===== config.mk =====
export PLATFORM = sky130hd
export DESIGN_NAME = sic_serial_setup
export DESIGN_NICKNAME = d
export VERILOG_FILES = /design/src/common/sic_pkg.sv /design/src/verilog/sic_reinit_timer.sv /design/src/verilog/sic_serial_setup.sv
export SDC_FILE = /design/constraint.sdc
export NUM_CORES = 1
export LEC_CHECK = 0
export ABC_AREA = 1
export BUFFER_PORTS_ARGS = -buffer_cell sky130_fd_sc_hd__clkbuf_2
export CAP_MARGIN = 15
export CORE_MARGIN = 2
export CORE_UTILIZATION = 30
export DETAILED_ROUTE_END_ITERATION = 6
export HOLD_SLACK_MARGIN = 0.08
export PLACE_DENSITY = 0.57
export SLEW_MARGIN = 20
export SYNTH_ARGS = -nofsm -noshare
export SYNTH_HDL_FRONTEND = slang
export SYNTH_HIERARCHICAL = 1
export SYNTH_SLANG_ARGS = --single-unit

===== constraint.sdc =====
create_clock -name core_clk_i -period 2 [get_ports core_clk_i]
set_input_delay 0.2 -clock core_clk_i [delete_from_list [all_inputs] [get_ports core_clk_i]]
set_output_delay 0.2 -clock core_clk_i [all_outputs]
set_load 0.03 [all_outputs]

===== src/common/sic_pkg.sv =====
/*
  Shared constants and types for the serial port setup block: register
  offsets, field positions, reset values, timing counts and carriers.
  Assumes a single 125 MHz core clock drives every user of this package.
*/
package sic_pkg;

  // Core clock period, used to turn times into cycle counts
  localparam int CLK_PERIOD_NS = 8;

  // Instruction and data widths on the serial line
  localparam int ADDR_BITS = 16;
  localparam int DATA_BITS = 8;
  localparam int REG_AW    = 15;

  // Register offsets
  localparam logic [14:0] SETUP_A_ADDR = 15'h0000;
  localparam logic [14:0] SETUP_B_ADDR = 15'h0001;

  // Field positions of serial_port_setup_a
  localparam int A_REINIT   = 0;
  localparam int A_LSB      = 1;
  localparam int A_ASCEND   = 2;
  localparam int A_ASCEND_M = 5;
  localparam int A_LSB_M    = 6;
  localparam int A_REINIT_M = 7;

  // Field positions of serial_port_setup_b
  localparam int B_SINGLE   = 7;
  localparam int B_HOLD     = 6;
  localparam int B_CTRL_RB  = 5;

  // Reset values
  localparam logic [7:0] SETUP_A_RST = 8'h00;
  localparam logic [7:0] SETUP_B_RST = 8'h00;
  localparam logic [7:0] B_WR_MASK   = 8'he0;

  // Length of the soft reset pulse sent to the rest of the device
  localparam int REINIT_TIME_NS = 80;
  localparam int REINIT_CYCLES  = (REINIT_TIME_NS + CLK_PERIOD_NS - 1) / CLK_PERIOD_NS;

  // Serial state: address phase or data phase
  typedef enum logic [0:0] {
    SIC_ST_ADDR = 1'b0,
    SIC_ST_DATA = 1'b1
  } sic_state_t;

  // Serial pins as seen by the core, already synchronous
  typedef struct packed {
    logic csn;
    logic sclk;
    logic sdio;
  } sic_pins_t;

  // Write request to the device registers outside this block
  typedef struct packed {
    logic        wr;
    logic [14:0] addr;
    logic [7:0]  data;
  } sic_regreq_t;

endpackage


===== src/verilog/sic_reinit_timer.sv =====
/*
  Soft reset pulse timer: a start pulse opens a reset window of a fixed
  number of core clock cycles, and a one-cycle done pulse closes it.
  Assumes start_i is a single-cycle pulse in the core clock domain.
*/
`timescale 1ns/10ps

module sic_reinit_timer #(
  parameter int CYCLES = sic_pkg::REINIT_CYCLES
) (
  input  wire logic core_clk_i,
  input  wire logic rstn_i,
  input  wire logic start_i,
  output logic      busy_o,
  output logic      done_o
);

  localparam int CW = $clog2(CYCLES + 1);
  localparam logic [CW-1:0] LAST = CW'(CYCLES - 1);

  logic [CW-1:0] cnt_r;
  logic          busy_r;
  logic          done_r;
  wire           last_w = busy_r & (cnt_r == LAST);

  // Restart wins over the end of a running window
  always_ff @(posedge core_clk_i or negedge rstn_i) begin
    if (!rstn_i) begin
      cnt_r  <= '0;
      busy_r <= 1'b0;
      done_r <= 1'b0;
    end else begin
      busy_r <= start_i | (busy_r & ~last_w);
      cnt_r  <= (start_i | last_w) ? '0 : (busy_r ? cnt_r + 1'b1 : cnt_r);
      done_r <= last_w & ~start_i;
    end
  end

  assign busy_o = busy_r;
  assign done_o = done_r;

endmodule


===== src/verilog/sic_serial_setup.sv =====
/*
  Serial port front end with its two setup registers: decodes 3-wire
  instructions, holds the mirrored setup register and the single
  instruction controls, and issues soft reset and register writes.
  Assumes pins arrive synchronous to core_clk_i and that the serial clock
  runs well below a quarter of the core clock.
*/
`timescale 1ns/10ps

//////////////////////////////////////////////////////////////////////////////
// What this block does
// - Setup register A holds three control bits, mirrored in its upper nibble.
// - Bits 7,6,5 copy bits 0,1,2 and are readable and writable.
// - Streaming address steps up when bit 2 is set, down when clear.
// - Data bits shift LSB first when bit 1 is set, else MSB first.
// - Writing bit 0 soft-resets the device except register A and serial logic.
// - The soft reset bit clears itself once the reset has finished.
// - Single instruction bit 7 of register B limits each instruction to one byte.
// - In single mode the serial logic returns to idle after the data byte.
// - Instructions carry 16 bits, 15 of them address; the top bit set means readback.
// - Select low frames an instruction; data sampled on rising serial clock.
// - Readback drives the data line after the last address bit until select rises outside hold mode or a single instruction ends.
// - With single mode and hold bit 6 set, high select keeps serial state.
module sic_serial_setup (
  input  wire logic                core_clk_i,
  input  wire logic                rstn_i,
  input  wire sic_pkg::sic_pins_t  pins_i,
  input  wire logic [7:0]          reg_rdata_i,
  output logic                     sdio_o,
  output logic                     sdio_oe_o,
  output sic_pkg::sic_regreq_t     req_o,
  output logic                     reinit_o
);

  logic                 sclk_q_r;
  sic_pkg::sic_state_t  state_r;
  logic [3:0]           cnt_r;
  logic [14:0]          shift_r;
  logic [7:0]           dshift_r;
  logic [14:0]          addr_r;
  logic                 rd_r;
  logic [7:0]           cfg_a_r;
  logic [7:0]           cfg_b_r;
  logic                 sdio_r;
  logic                 oe_r;
  sic_pkg::sic_regreq_t req_r;
  logic                 reinit_busy;
  logic                 reinit_done;

  //////////////////////////////////////////////////////////////////////////
  // Decode of framing, edges and control bits
  wire single_w   = cfg_b_r[sic_pkg::B_SINGLE];
  wire hold_w     = single_w & cfg_b_r[sic_pkg::B_HOLD];
  wire lsb_w      = cfg_a_r[sic_pkg::A_LSB];
  wire ascend_w   = cfg_a_r[sic_pkg::A_ASCEND];
  wire frame_rst  = pins_i.csn & ~hold_w;
  wire rise_w     = pins_i.sclk & ~sclk_q_r & ~pins_i.csn;
  wire addr_done  = rise_w & (state_r == sic_pkg::SIC_ST_ADDR) & (cnt_r == 4'hf);
  wire byte_done  = rise_w & (state_r == sic_pkg::SIC_ST_DATA) & (cnt_r == 4'h7);
  wire [15:0] inst_w = {shift_r, pins_i.sdio};

  // Data byte assembly in either bit order
  wire [7:0] dbyte_w = lsb_w ? {pins_i.sdio, dshift_r[7:1]}
                             : {dshift_r[6:0], pins_i.sdio};

  // Next streaming address; wraps within the 15-bit space
  wire [14:0] addr_step = ascend_w ? addr_r + 15'h0001 : addr_r - 15'h0001;

  // Write decode of the data byte just completed
  wire wr_byte = byte_done & ~rd_r;
  wire wr_a    = wr_byte & (addr_r == sic_pkg::SETUP_A_ADDR);
  wire wr_b    = wr_byte & (addr_r == sic_pkg::SETUP_B_ADDR);
  wire wr_ext  = wr_byte & ~wr_a & ~wr_b;

  // Either half of the palindrome sets a bit, so a controller that lost
  // bit sync still lands on the intended setting
  wire [2:0] a_low_w = dbyte_w[2:0] | {dbyte_w[sic_pkg::A_ASCEND_M],
                                       dbyte_w[sic_pkg::A_LSB_M],
                                       dbyte_w[sic_pkg::A_REINIT_M]};

  // Readback byte selection
  wire [7:0] rd_byte = (addr_r == sic_pkg::SETUP_A_ADDR) ? cfg_a_r :
                       (addr_r == sic_pkg::SETUP_B_ADDR) ? cfg_b_r : reg_rdata_i;
  wire [2:0] bit_idx = lsb_w ? cnt_r[2:0] : 3'h7 - cnt_r[2:0];

  //////////////////////////////////////////////////////////////////////////
  // Serial state machine
  wire state_rst = frame_rst | (byte_done & single_w);

  always_ff @(posedge core_clk_i or negedge rstn_i) begin
    if (!rstn_i) begin
      sclk_q_r <= 1'b0;
      state_r  <= sic_pkg::SIC_ST_ADDR;
      cnt_r    <= 4'h0;
    end else begin
      sclk_q_r <= pins_i.sclk;
      if (state_rst) begin
        state_r <= sic_pkg::SIC_ST_ADDR;
        cnt_r   <= 4'h0;
      end else if (addr_done) begin
        state_r <= sic_pkg::SIC_ST_DATA;
        cnt_r   <= 4'h0;
      end else if (rise_w) begin
        cnt_r   <= (state_r == sic_pkg::SIC_ST_DATA) ? {1'b0, cnt_r[2:0] + 3'h1} : cnt_r + 4'h1;
      end
    end
  end

  // Address and data shifters
  always_ff @(posedge core_clk_i or negedge rstn_i) begin
    if (!rstn_i) begin
      shift_r  <= '0;
      dshift_r <= 8'h00;
      addr_r   <= '0;
      rd_r     <= 1'b0;
    end else begin
      if (rise_w && state_r == sic_pkg::SIC_ST_ADDR) begin
        shift_r <= inst_w[14:0];
      end
      if (rise_w && state_r == sic_pkg::SIC_ST_DATA) begin
        dshift_r <= dbyte_w;
      end
      if (addr_done) begin
        rd_r   <= inst_w[15];
        addr_r <= inst_w[14:0];
      end else if (byte_done && !single_w) begin
        addr_r <= addr_step;
      end
    end
  end

  //////////////////////////////////////////////////////////////////////////
  // Data line drive: on after the last address bit of a read, off when
  // select releases the frame or single mode ends the instruction
  always_ff @(posedge core_clk_i or negedge rstn_i) begin
    if (!rstn_i) begin
      oe_r   <= 1'b0;
      sdio_r <= 1'b0;
    end else begin
      if (state_rst) begin
        oe_r <= 1'b0;
      end else if (addr_done) begin
        oe_r <= inst_w[15];
      end
      sdio_r <= rd_byte[bit_idx];
    end
  end

  //////////////////////////////////////////////////////////////////////////
  // Setup registers; a hardware clear of the reset bit loses to a write
  wire a_reinit_nxt = wr_a ? a_low_w[0] : (cfg_a_r[sic_pkg::A_REINIT] & ~reinit_done);

  always_ff @(posedge core_clk_i or negedge rstn_i) begin
    if (!rstn_i) begin
      cfg_a_r <= sic_pkg::SETUP_A_RST;
    end else begin
      // Upper copies run in reverse order: bit 6 mirrors bit 1, bit 5 mirrors bit 2
      cfg_a_r <= {a_reinit_nxt, (wr_a ? {a_low_w[1], a_low_w[2]} : {cfg_a_r[1], cfg_a_r[2]}),
                  2'b00,
                  (wr_a ? a_low_w[2:1] : cfg_a_r[2:1]), a_reinit_nxt};
    end
  end

  // Register B takes the soft reset; register A does not
  always_ff @(posedge core_clk_i or negedge rstn_i) begin
    if (!rstn_i) begin
      cfg_b_r <= sic_pkg::SETUP_B_RST;
    end else if (reinit_busy) begin
      cfg_b_r <= sic_pkg::SETUP_B_RST;
    end else if (wr_b) begin
      cfg_b_r <= dbyte_w & sic_pkg::B_WR_MASK;
    end
  end

  //////////////////////////////////////////////////////////////////////////
  // Soft reset window and writes to the rest of the device
  sic_reinit_timer #(
    .CYCLES (sic_pkg::REINIT_CYCLES)
  ) u_reinit (
    .core_clk_i (core_clk_i),
    .rstn_i     (rstn_i),
    .start_i    (wr_a & a_low_w[0]),
    .busy_o     (reinit_busy),
    .done_o     (reinit_done)
  );

  always_ff @(posedge core_clk_i or negedge rstn_i) begin
    if (!rstn_i) begin
      req_r <= '0;
    end else begin
      req_r.wr <= wr_ext;
      if (wr_ext) begin
        req_r.addr <= addr_r;
        req_r.data <= dbyte_w;
      end
    end
  end

  assign sdio_o    = sdio_r;
  assign sdio_oe_o = oe_r;
  assign req_o     = req_r;
  assign reinit_o  = reinit_busy;

  //////////////////////////////////////////////////////////////////////////
  // Checks
  localparam int REINIT_WAIT = sic_pkg::REINIT_CYCLES + 3;
endmodule


==> impl_metrics.csv, run 1 <==
group,metric,value,unit
run_status,status,"finished clean",
floorplan,die_x,127.5,µm
sta,hold_violations,0,
floorplan,initial_core_util,0.3045,
clocking,clock_latency,0.34,ns
worst_setup_path,cp.required,2.26,ns
layout,post_route_cells_drive_above_1_share,0.1863,
logic_synthesis,yosys.area.top_type_share,0.4646,
floorplan,core_area,15030,µm²
pwr,peakVddDrop,0.3684,mV
global_routing,use_met1,0.2033,
place,place_inst,813,
sta,fin_crit,1.860,ns
detailed_routing,drc,0,
place,placed_area,5135,µm²
global_routing,use_met2,0.2205,
global_routing,grt_max_degree,44,
sta,max_slew_margin,0.6201,
global_routing,grt_use_total,0.1473,
logic_synthesis,syn_area,4578,µm²
layout,fillers,1527,
logic_synthesis,synthTopCellsByArea,"dfrtp_1 46%, nand2_1 14%, inv_1 5.1%",
sta,report.final.slew_viol_count,0,
floorplan,rows,45,
pwr,leakage,2.676,nW
clocking,cts_made_buffers,9,
sta,min_period_over_period,0.9301,
pwr,powerDensity,698.8,nW/µm²
layout,fin_area,5468,µm²
logic_synthesis,seq_area_frac_synth,0.4646,
layout,antenna_cells,0,
layout,final_cell_mix,"174 x nand2_1, 85 x dfrtp_1, 60 x inv_1",
clocking,cts_sinks,85,
floorplan,die_area,16270,µm²
clocking,ctsLongestPathBuffers,2,
clocking,cts-htree-levels,3,
worst_hold_path,holdCritPathClass,"primary input to flop",
detailed_routing,num_vias,3948,
detailed_routing,wl,11250,µm
global_routing,grt_pass1_vias,3873,
job,maxCapViolations,0,
clocking,root_buffer,"clkbuf_16",
logic_synthesis,ys_types,35,
sta,setup_viol,0,
layout,final_nets,659,
layout,layout_commonest_cell,"nand2_1",
layout,fin_util,0.3637,
detailed_routing,drtAntennaViolNets,0,
floorplan,fp.dieH,127.5,µm
logic_synthesis,syn_area_per_cell,7.948,µm²
worst_setup_path,cp-end-kind,"flop",
clocking,clk_pin_slew,0.06,ns
logic_synthesis,synth-seq-cells,85,
sta,fin_tns_setup,0,ns
logic_synthesis,syn-instance-count,576,
worst_setup_path,arrival,2.12,ns
logic_synthesis,syn_nets,596,
detailed_routing,wire_per_inst,13.52,µm
detailed_routing,drtPass1Iterations,5,
floorplan,ios,40,
global_routing,grt_pass1_wl,19060,µm
worst_setup_path,worstSetupPathType,"flop to flop",
detailed_routing,drt-initial-drc-count,247,
worst_setup_path,start_kind,"flop",
place,io_buffers,39,
place,place.detailed.hpwl,8770,µm
layout,syn_to_final_growth,19.43,%
global_routing,met3_usage,0.03350,
clocking,cts_tree,"done",
layout,final_cell_count_no_fill,832,
sta,fmax,537.6,MHz
global_routing,grt.busiest_layer,"met2",
place,gp_congestion,0.9414,
sta,worstMarginPinSlew,0.5698,ns
global_routing,antenna_found_initial,0,
pwr,total_power,3.821,mW
global_routing,overflow,0,
logic_synthesis,yosys_warnings,6,
detailed_routing,vias_per_cell,4.745,
logic_synthesis,yosysTopAreaCell,"dfrtp_1",
sta,skew,0.007128,ns
worst_setup_path,crit_fanout,11,
worst max-delay path: stages (launching register included):
cell and delay (ns):
dfrtp_1 0.43, inv_2 0.10, ha_1 0.19, nand2_1 0.10, nor2_4 0.07, nand2_4 0.15, nor2_4 0.06, o21ai_0 0.11
inv_1 0.11, or2_2 0.30, o21ai_0 0.16
logic make-up after synthesis:
kind of cell / after synthesis / synth area share
compound gates: 87 / 0.1022
buf+inv: 84 / 0.07843
flops: 85 / 0.4646
mux: 6 / 0.01476
fa+ha+maj: 7 / 0.01913
simple gates: 287 / 0.2826
xor+xnor: 20 / 0.03826
where the power goes:
| group | switching [mW] | internal (mW) | total, mW |
|---|---|---|---|
| logic | 0.152 | 0.101 | 0.253 |
| clock network | 0.694 | 0.973 | 1.67 |
| registers | 0.0742 | 1.83 | 1.90 |
registers in the layout, indices dropped and copies added (netlist names), 3 cells and up:
signal	count
shift_r	15
u_reinit/cnt_r	4
cfg_a_r	5
req_o	24
cnt_r	4
addr_r	15
dshift_r	8
cfg_b_r	3
cells in the mapped netlist:
master    number
clkbuf_2       1
or2_2          1
o21ai_0       37
inv_2          4
o221ai_1       5
nand2_4        3
nand3_1       42
nand4_1        3
nand2_2        7
inv_1         62
o31ai_1        1
nor3_4         1
a21oi_1       17
o211ai_1       1
buf_2          7
xor2_1        20
nor3_1        10
nand2_1      174
nor2_1        33
dfrtp_1       85
nand3b_1       1
o22ai_1        1
nor2_2         6
o21a_1         2
ha_1           7
nand3_4        1
a211oi_1       1
nor2_8         1
nor2_4         3
buf_4          1
mux2_2         6
nor4_4         1
o21ai_1       22
clkbuf_1       5
buf_6          4
metal layers:
layer / vias up / part of all wire
met5: - / 0
met4: 0 / 0.033
met3: 25 / 0.041
met2: 87 / 0.44
met1: 1864 / 0.48
li1: 1972 / -
cell type report:
class,count,area (µm²),area share
clock buffers,9,225.2,0.04119
clock inverters,7,75.07,0.01373
inverters,66,247.7,0.04531
multi-input cells,407,2097,0.3835
flip-flops and latches,85,2127,0.3890
well taps,188,235.2,0.04302
repair buffers,70,460.4,0.08421
final timing paths:
check                                          startpoint                       endpoint  slack [ns]  cells after the start
worst max-delay path                addr_r[1]$_DFFE_PN0P_  u_reinit/cnt_r[1]$_DFFE_PN0P_        0.14                     10
worst min-delay path                            pins_i[0]          addr_r[0]$_DFFE_PN0P_        0.17                      3
worst max register to register      addr_r[1]$_DFFE_PN0P_  u_reinit/cnt_r[1]$_DFFE_PN0P_        0.14                     10
worst min register to register  u_reinit/done_o$_DFF_PN0_           cfg_a_r[0]$_DFF_PN0_        0.44                      1
max in group asynchronous                          rstn_i          req_o[16]$_DFFE_PN0P_        0.98                      3
min in group asynchronous                          rstn_i        dshift_r[1]$_DFFE_PN0N_        0.39                      2
stage by stage:
step,worst slack [ns],hold WS [ns]
floorplan,0.1942,-0.09559
global placement,0.1751,0.2368
finish,0.1398,0.1732
global route,-0.004462,0.1814
detailed placement,0.1068,0.2417
CTS,0.08338,0.1663
timing repair:
item | 4_1_cts | 5_1_grt
hold endpoints to repair | 42 | 0
hold buffers | 2 | 0
buffers inserted | 0 | 1
resized for setup | 0 | 3
endpoints found under the setup margin | 0 | 25
(Power assumes the default switching activity.)
==> run 2, diff against run 1 <==
--- a/config.mk
+++ b/config.mk
@@ -13,6 +13,7 @@
 export DETAILED_ROUTE_END_ITERATION = 6
 export HOLD_SLACK_MARGIN = 0.08
 export PLACE_DENSITY = 0.57
+export RECOVER_POWER = 25
 export SLEW_MARGIN = 20
 export SYNTH_ARGS = -nofsm -noshare
 export SYNTH_HDL_FRONTEND = slang
==> run 2 against run 1 <==
  * Via count fell by 0.15%
  * Combinational power about the same
  * Final area fell by 0.30%
  * Clock-buffer cell count unchanged
  * Clock skew barely moved
  * First-iteration DRC count rose by 6.9%
  * Setup slack gained 0.0028 ns
  * Worst hold slack got worse by 0.0039 ns
  * Global-route usage stayed put
  * Clock power hardly changed
  * Critical path type unchanged
==> impl_metrics.csv, run 2 (synthesis results as in run 1) <==
group,metric,value,unit
floorplan,ios,40,
layout,largest_reg_flops,24,
worst_setup_path,cpMaxStageDelayCell,"dfrtp_1",
clocking,cts_tree,"done",
worst_hold_path,hold_depth,3,
detailed_routing,drt-initial-drc-count,264,
layout,layout_commonest_cell,"nand2_1",
detailed_routing,wire_per_inst,13.57,µm
clocking,clk_pin_slew,0.06,ns
detailed_routing,drc,0,
worst_setup_path,crit_fanout,11,
clocking,clock_latency,0.34,ns
job,maxCapViolations,0,
floorplan,core_area,15030,µm²
global_routing,grt_pass1_vias,3873,
pwr,leakage,2.667,nW
worst_setup_path,cp-end-kind,"flop",
pwr,peakVddDrop,0.3701,mV
sta,report.final.slew_viol_count,0,
place,place.detailed.hpwl,8770,µm
layout,post_route_cells_drive_above_1_share,0.1848,
sta,fmax,538.4,MHz
clocking,ctsLongestPathBuffers,2,
clocking,cts_made_buffers,9,
worst_setup_path,arrival,2.12,ns
sta,max_slew_margin,0.2690,
sta,fin_ws,0.1426,ns
global_routing,overflow,0,
worst_setup_path,cp.required,2.26,ns
sta,skew,0.006794,ns
detailed_routing,num_vias,3942,
detailed_routing,drtAntennaViolNets,0,
floorplan,initial_core_util,0.3045,
worst_setup_path,max_stage_delay,0.43,ns
worst_hold_path,holdCritPathClass,"primary input to flop",
sta,worstMarginPinSlew,1.096,ns
clocking,cts-htree-levels,3,
global_routing,grt_use_total,0.1473,
floorplan,die_x,127.5,µm
worst_setup_path,path_buf_inv,2,
layout,antenna_cells,0,
sta,min_period_over_period,0.9287,
worst_setup_path,crit_family,"simple AND/OR/NAND/NOR gates",
pwr,total_power,3.821,mW
place,placed_area,5135,µm²
layout,fin_area,5451,µm²
worst_setup_path,reg2reg_depth,10,
detailed_routing,drtPass1Iterations,5,
global_routing,grt_pass1_wl,19060,µm
floorplan,die_area,16270,µm²
global_routing,antenna_found_initial,0,
floorplan,rows,45,
clocking,cts_sinks,85,
detailed_routing,vias_per_cell,4.738,
run_status,status,"finished clean",
clocking,root_buffer,"clkbuf_16",
detailed_routing,wl,11290,µm
floorplan,fp.dieH,127.5,µm
pwr,powerDensity,701.0,nW/µm²
layout,final_cell_count_no_fill,832,
layout,final_nets,659,
layout,syn_to_final_growth,19.08,%
place,gp_congestion,0.9414,
place,place_inst,813,
worst_setup_path,path_cells,"inv_2, ha_1, nand2_1, nor2_4, nand2_4, nor2_4, o21ai_0, inv_1, or2_2, o21ai_0",
sta,whs,0.1694,ns
layout,final_cell_mix,"174 x nand2_1, 85 x dfrtp_1, 60 x inv_1",
worst_setup_path,crit_cells,10,
place,io_buffers,39,
worst_setup_path,start_kind,"flop",
global_routing,grt_max_degree,44,
place,dpl_worst_slack,0.1068,ns
sta,hold_violations,0,
sta,fin_crit,1.857,ns
sta,setup_viol,0,
worst_setup_path,worstSetupPathType,"flop to flop",
run 2: through the flow:
| step | util | setup TNS (ns) |
|---|---|---|
| global route | 0.3626 | -0.004462 |
| floorplan | - | 0 |
| detailed placement | 0.3416 | 0 |
| CTS | 0.3629 | 0 |
| global placement | 0.3416 | 0 |
| finish | 0.3626 | 0 |
run 2: worst paths after layout:
check | start | to | slack, ns
max reg2reg | addr_r[1]$_DFFE_PN0P_ | u_reinit/cnt_r[1]$_DFFE_PN0P_ | 0.14
max | addr_r[1]$_DFFE_PN0P_ | u_reinit/cnt_r[1]$_DFFE_PN0P_ | 0.14
min | pins_i[0] | addr_r[0]$_DFFE_PN0P_ | 0.17
max in group asynchronous | rstn_i | shift_r[0]$_DFFE_PN0P_ | 0.33
min reg2reg | u_reinit/done_o$_DFF_PN0_ | cfg_a_r[0]$_DFF_PN0_ | 0.44
min in group asynchronous | rstn_i | dshift_r[1]$_DFFE_PN0N_ | 0.59
run 2: cell type report:
cell class	instances	area, µm²
Tap cell	188	235.2
Inverter	66	247.7
Sequential cell	85	2127
Clock buffer	9	225.2
Fill cell	1528	9582
Multi-Input combinational cell	407	2097
Timing Repair Buffer	70	444.2
Clock inverter	7	75.07
run 2: timing repair:
| item | 4_1_cts | 5_1_grt |
|---|---|---|
| hold buffers | 2 | 0 |
| setup buffers | 0 | 1 |
| endpoints found under the hold margin | 42 | 0 |
| resized for setup | 0 | 3 |
| endpoints found under the setup margin | 0 | 25 |
run 2: power by group:
group	switching, mW	leakage (nW)	internal (mW)
combinational	0.153	1.42	0.0976
sequential	0.0742	1.09	1.83
clock	0.698	0.150	0.973
total	0.925	2.67	2.90
run 2: worst reg2reg max path, delay by kind of cell, from the launching register on:
kind	cells	cell delay [ns]
flip-flops	1	0.43
AND/OR/NAND/NOR	5	0.68
AO/OA/AOI/OAI	2	0.27
buffers and inverters	2	0.21
adder cells (fa/ha/maj)	1	0.19
run 2: layer usage:
metal  up-vias  global-route usage  part of all wire
li1       1972                   -                 -
met1      1854              0.2033              0.48
met2        90              0.2205              0.44
met3        26             0.03350             0.042
met4         0             0.06658             0.034
met5         -                   0                 0
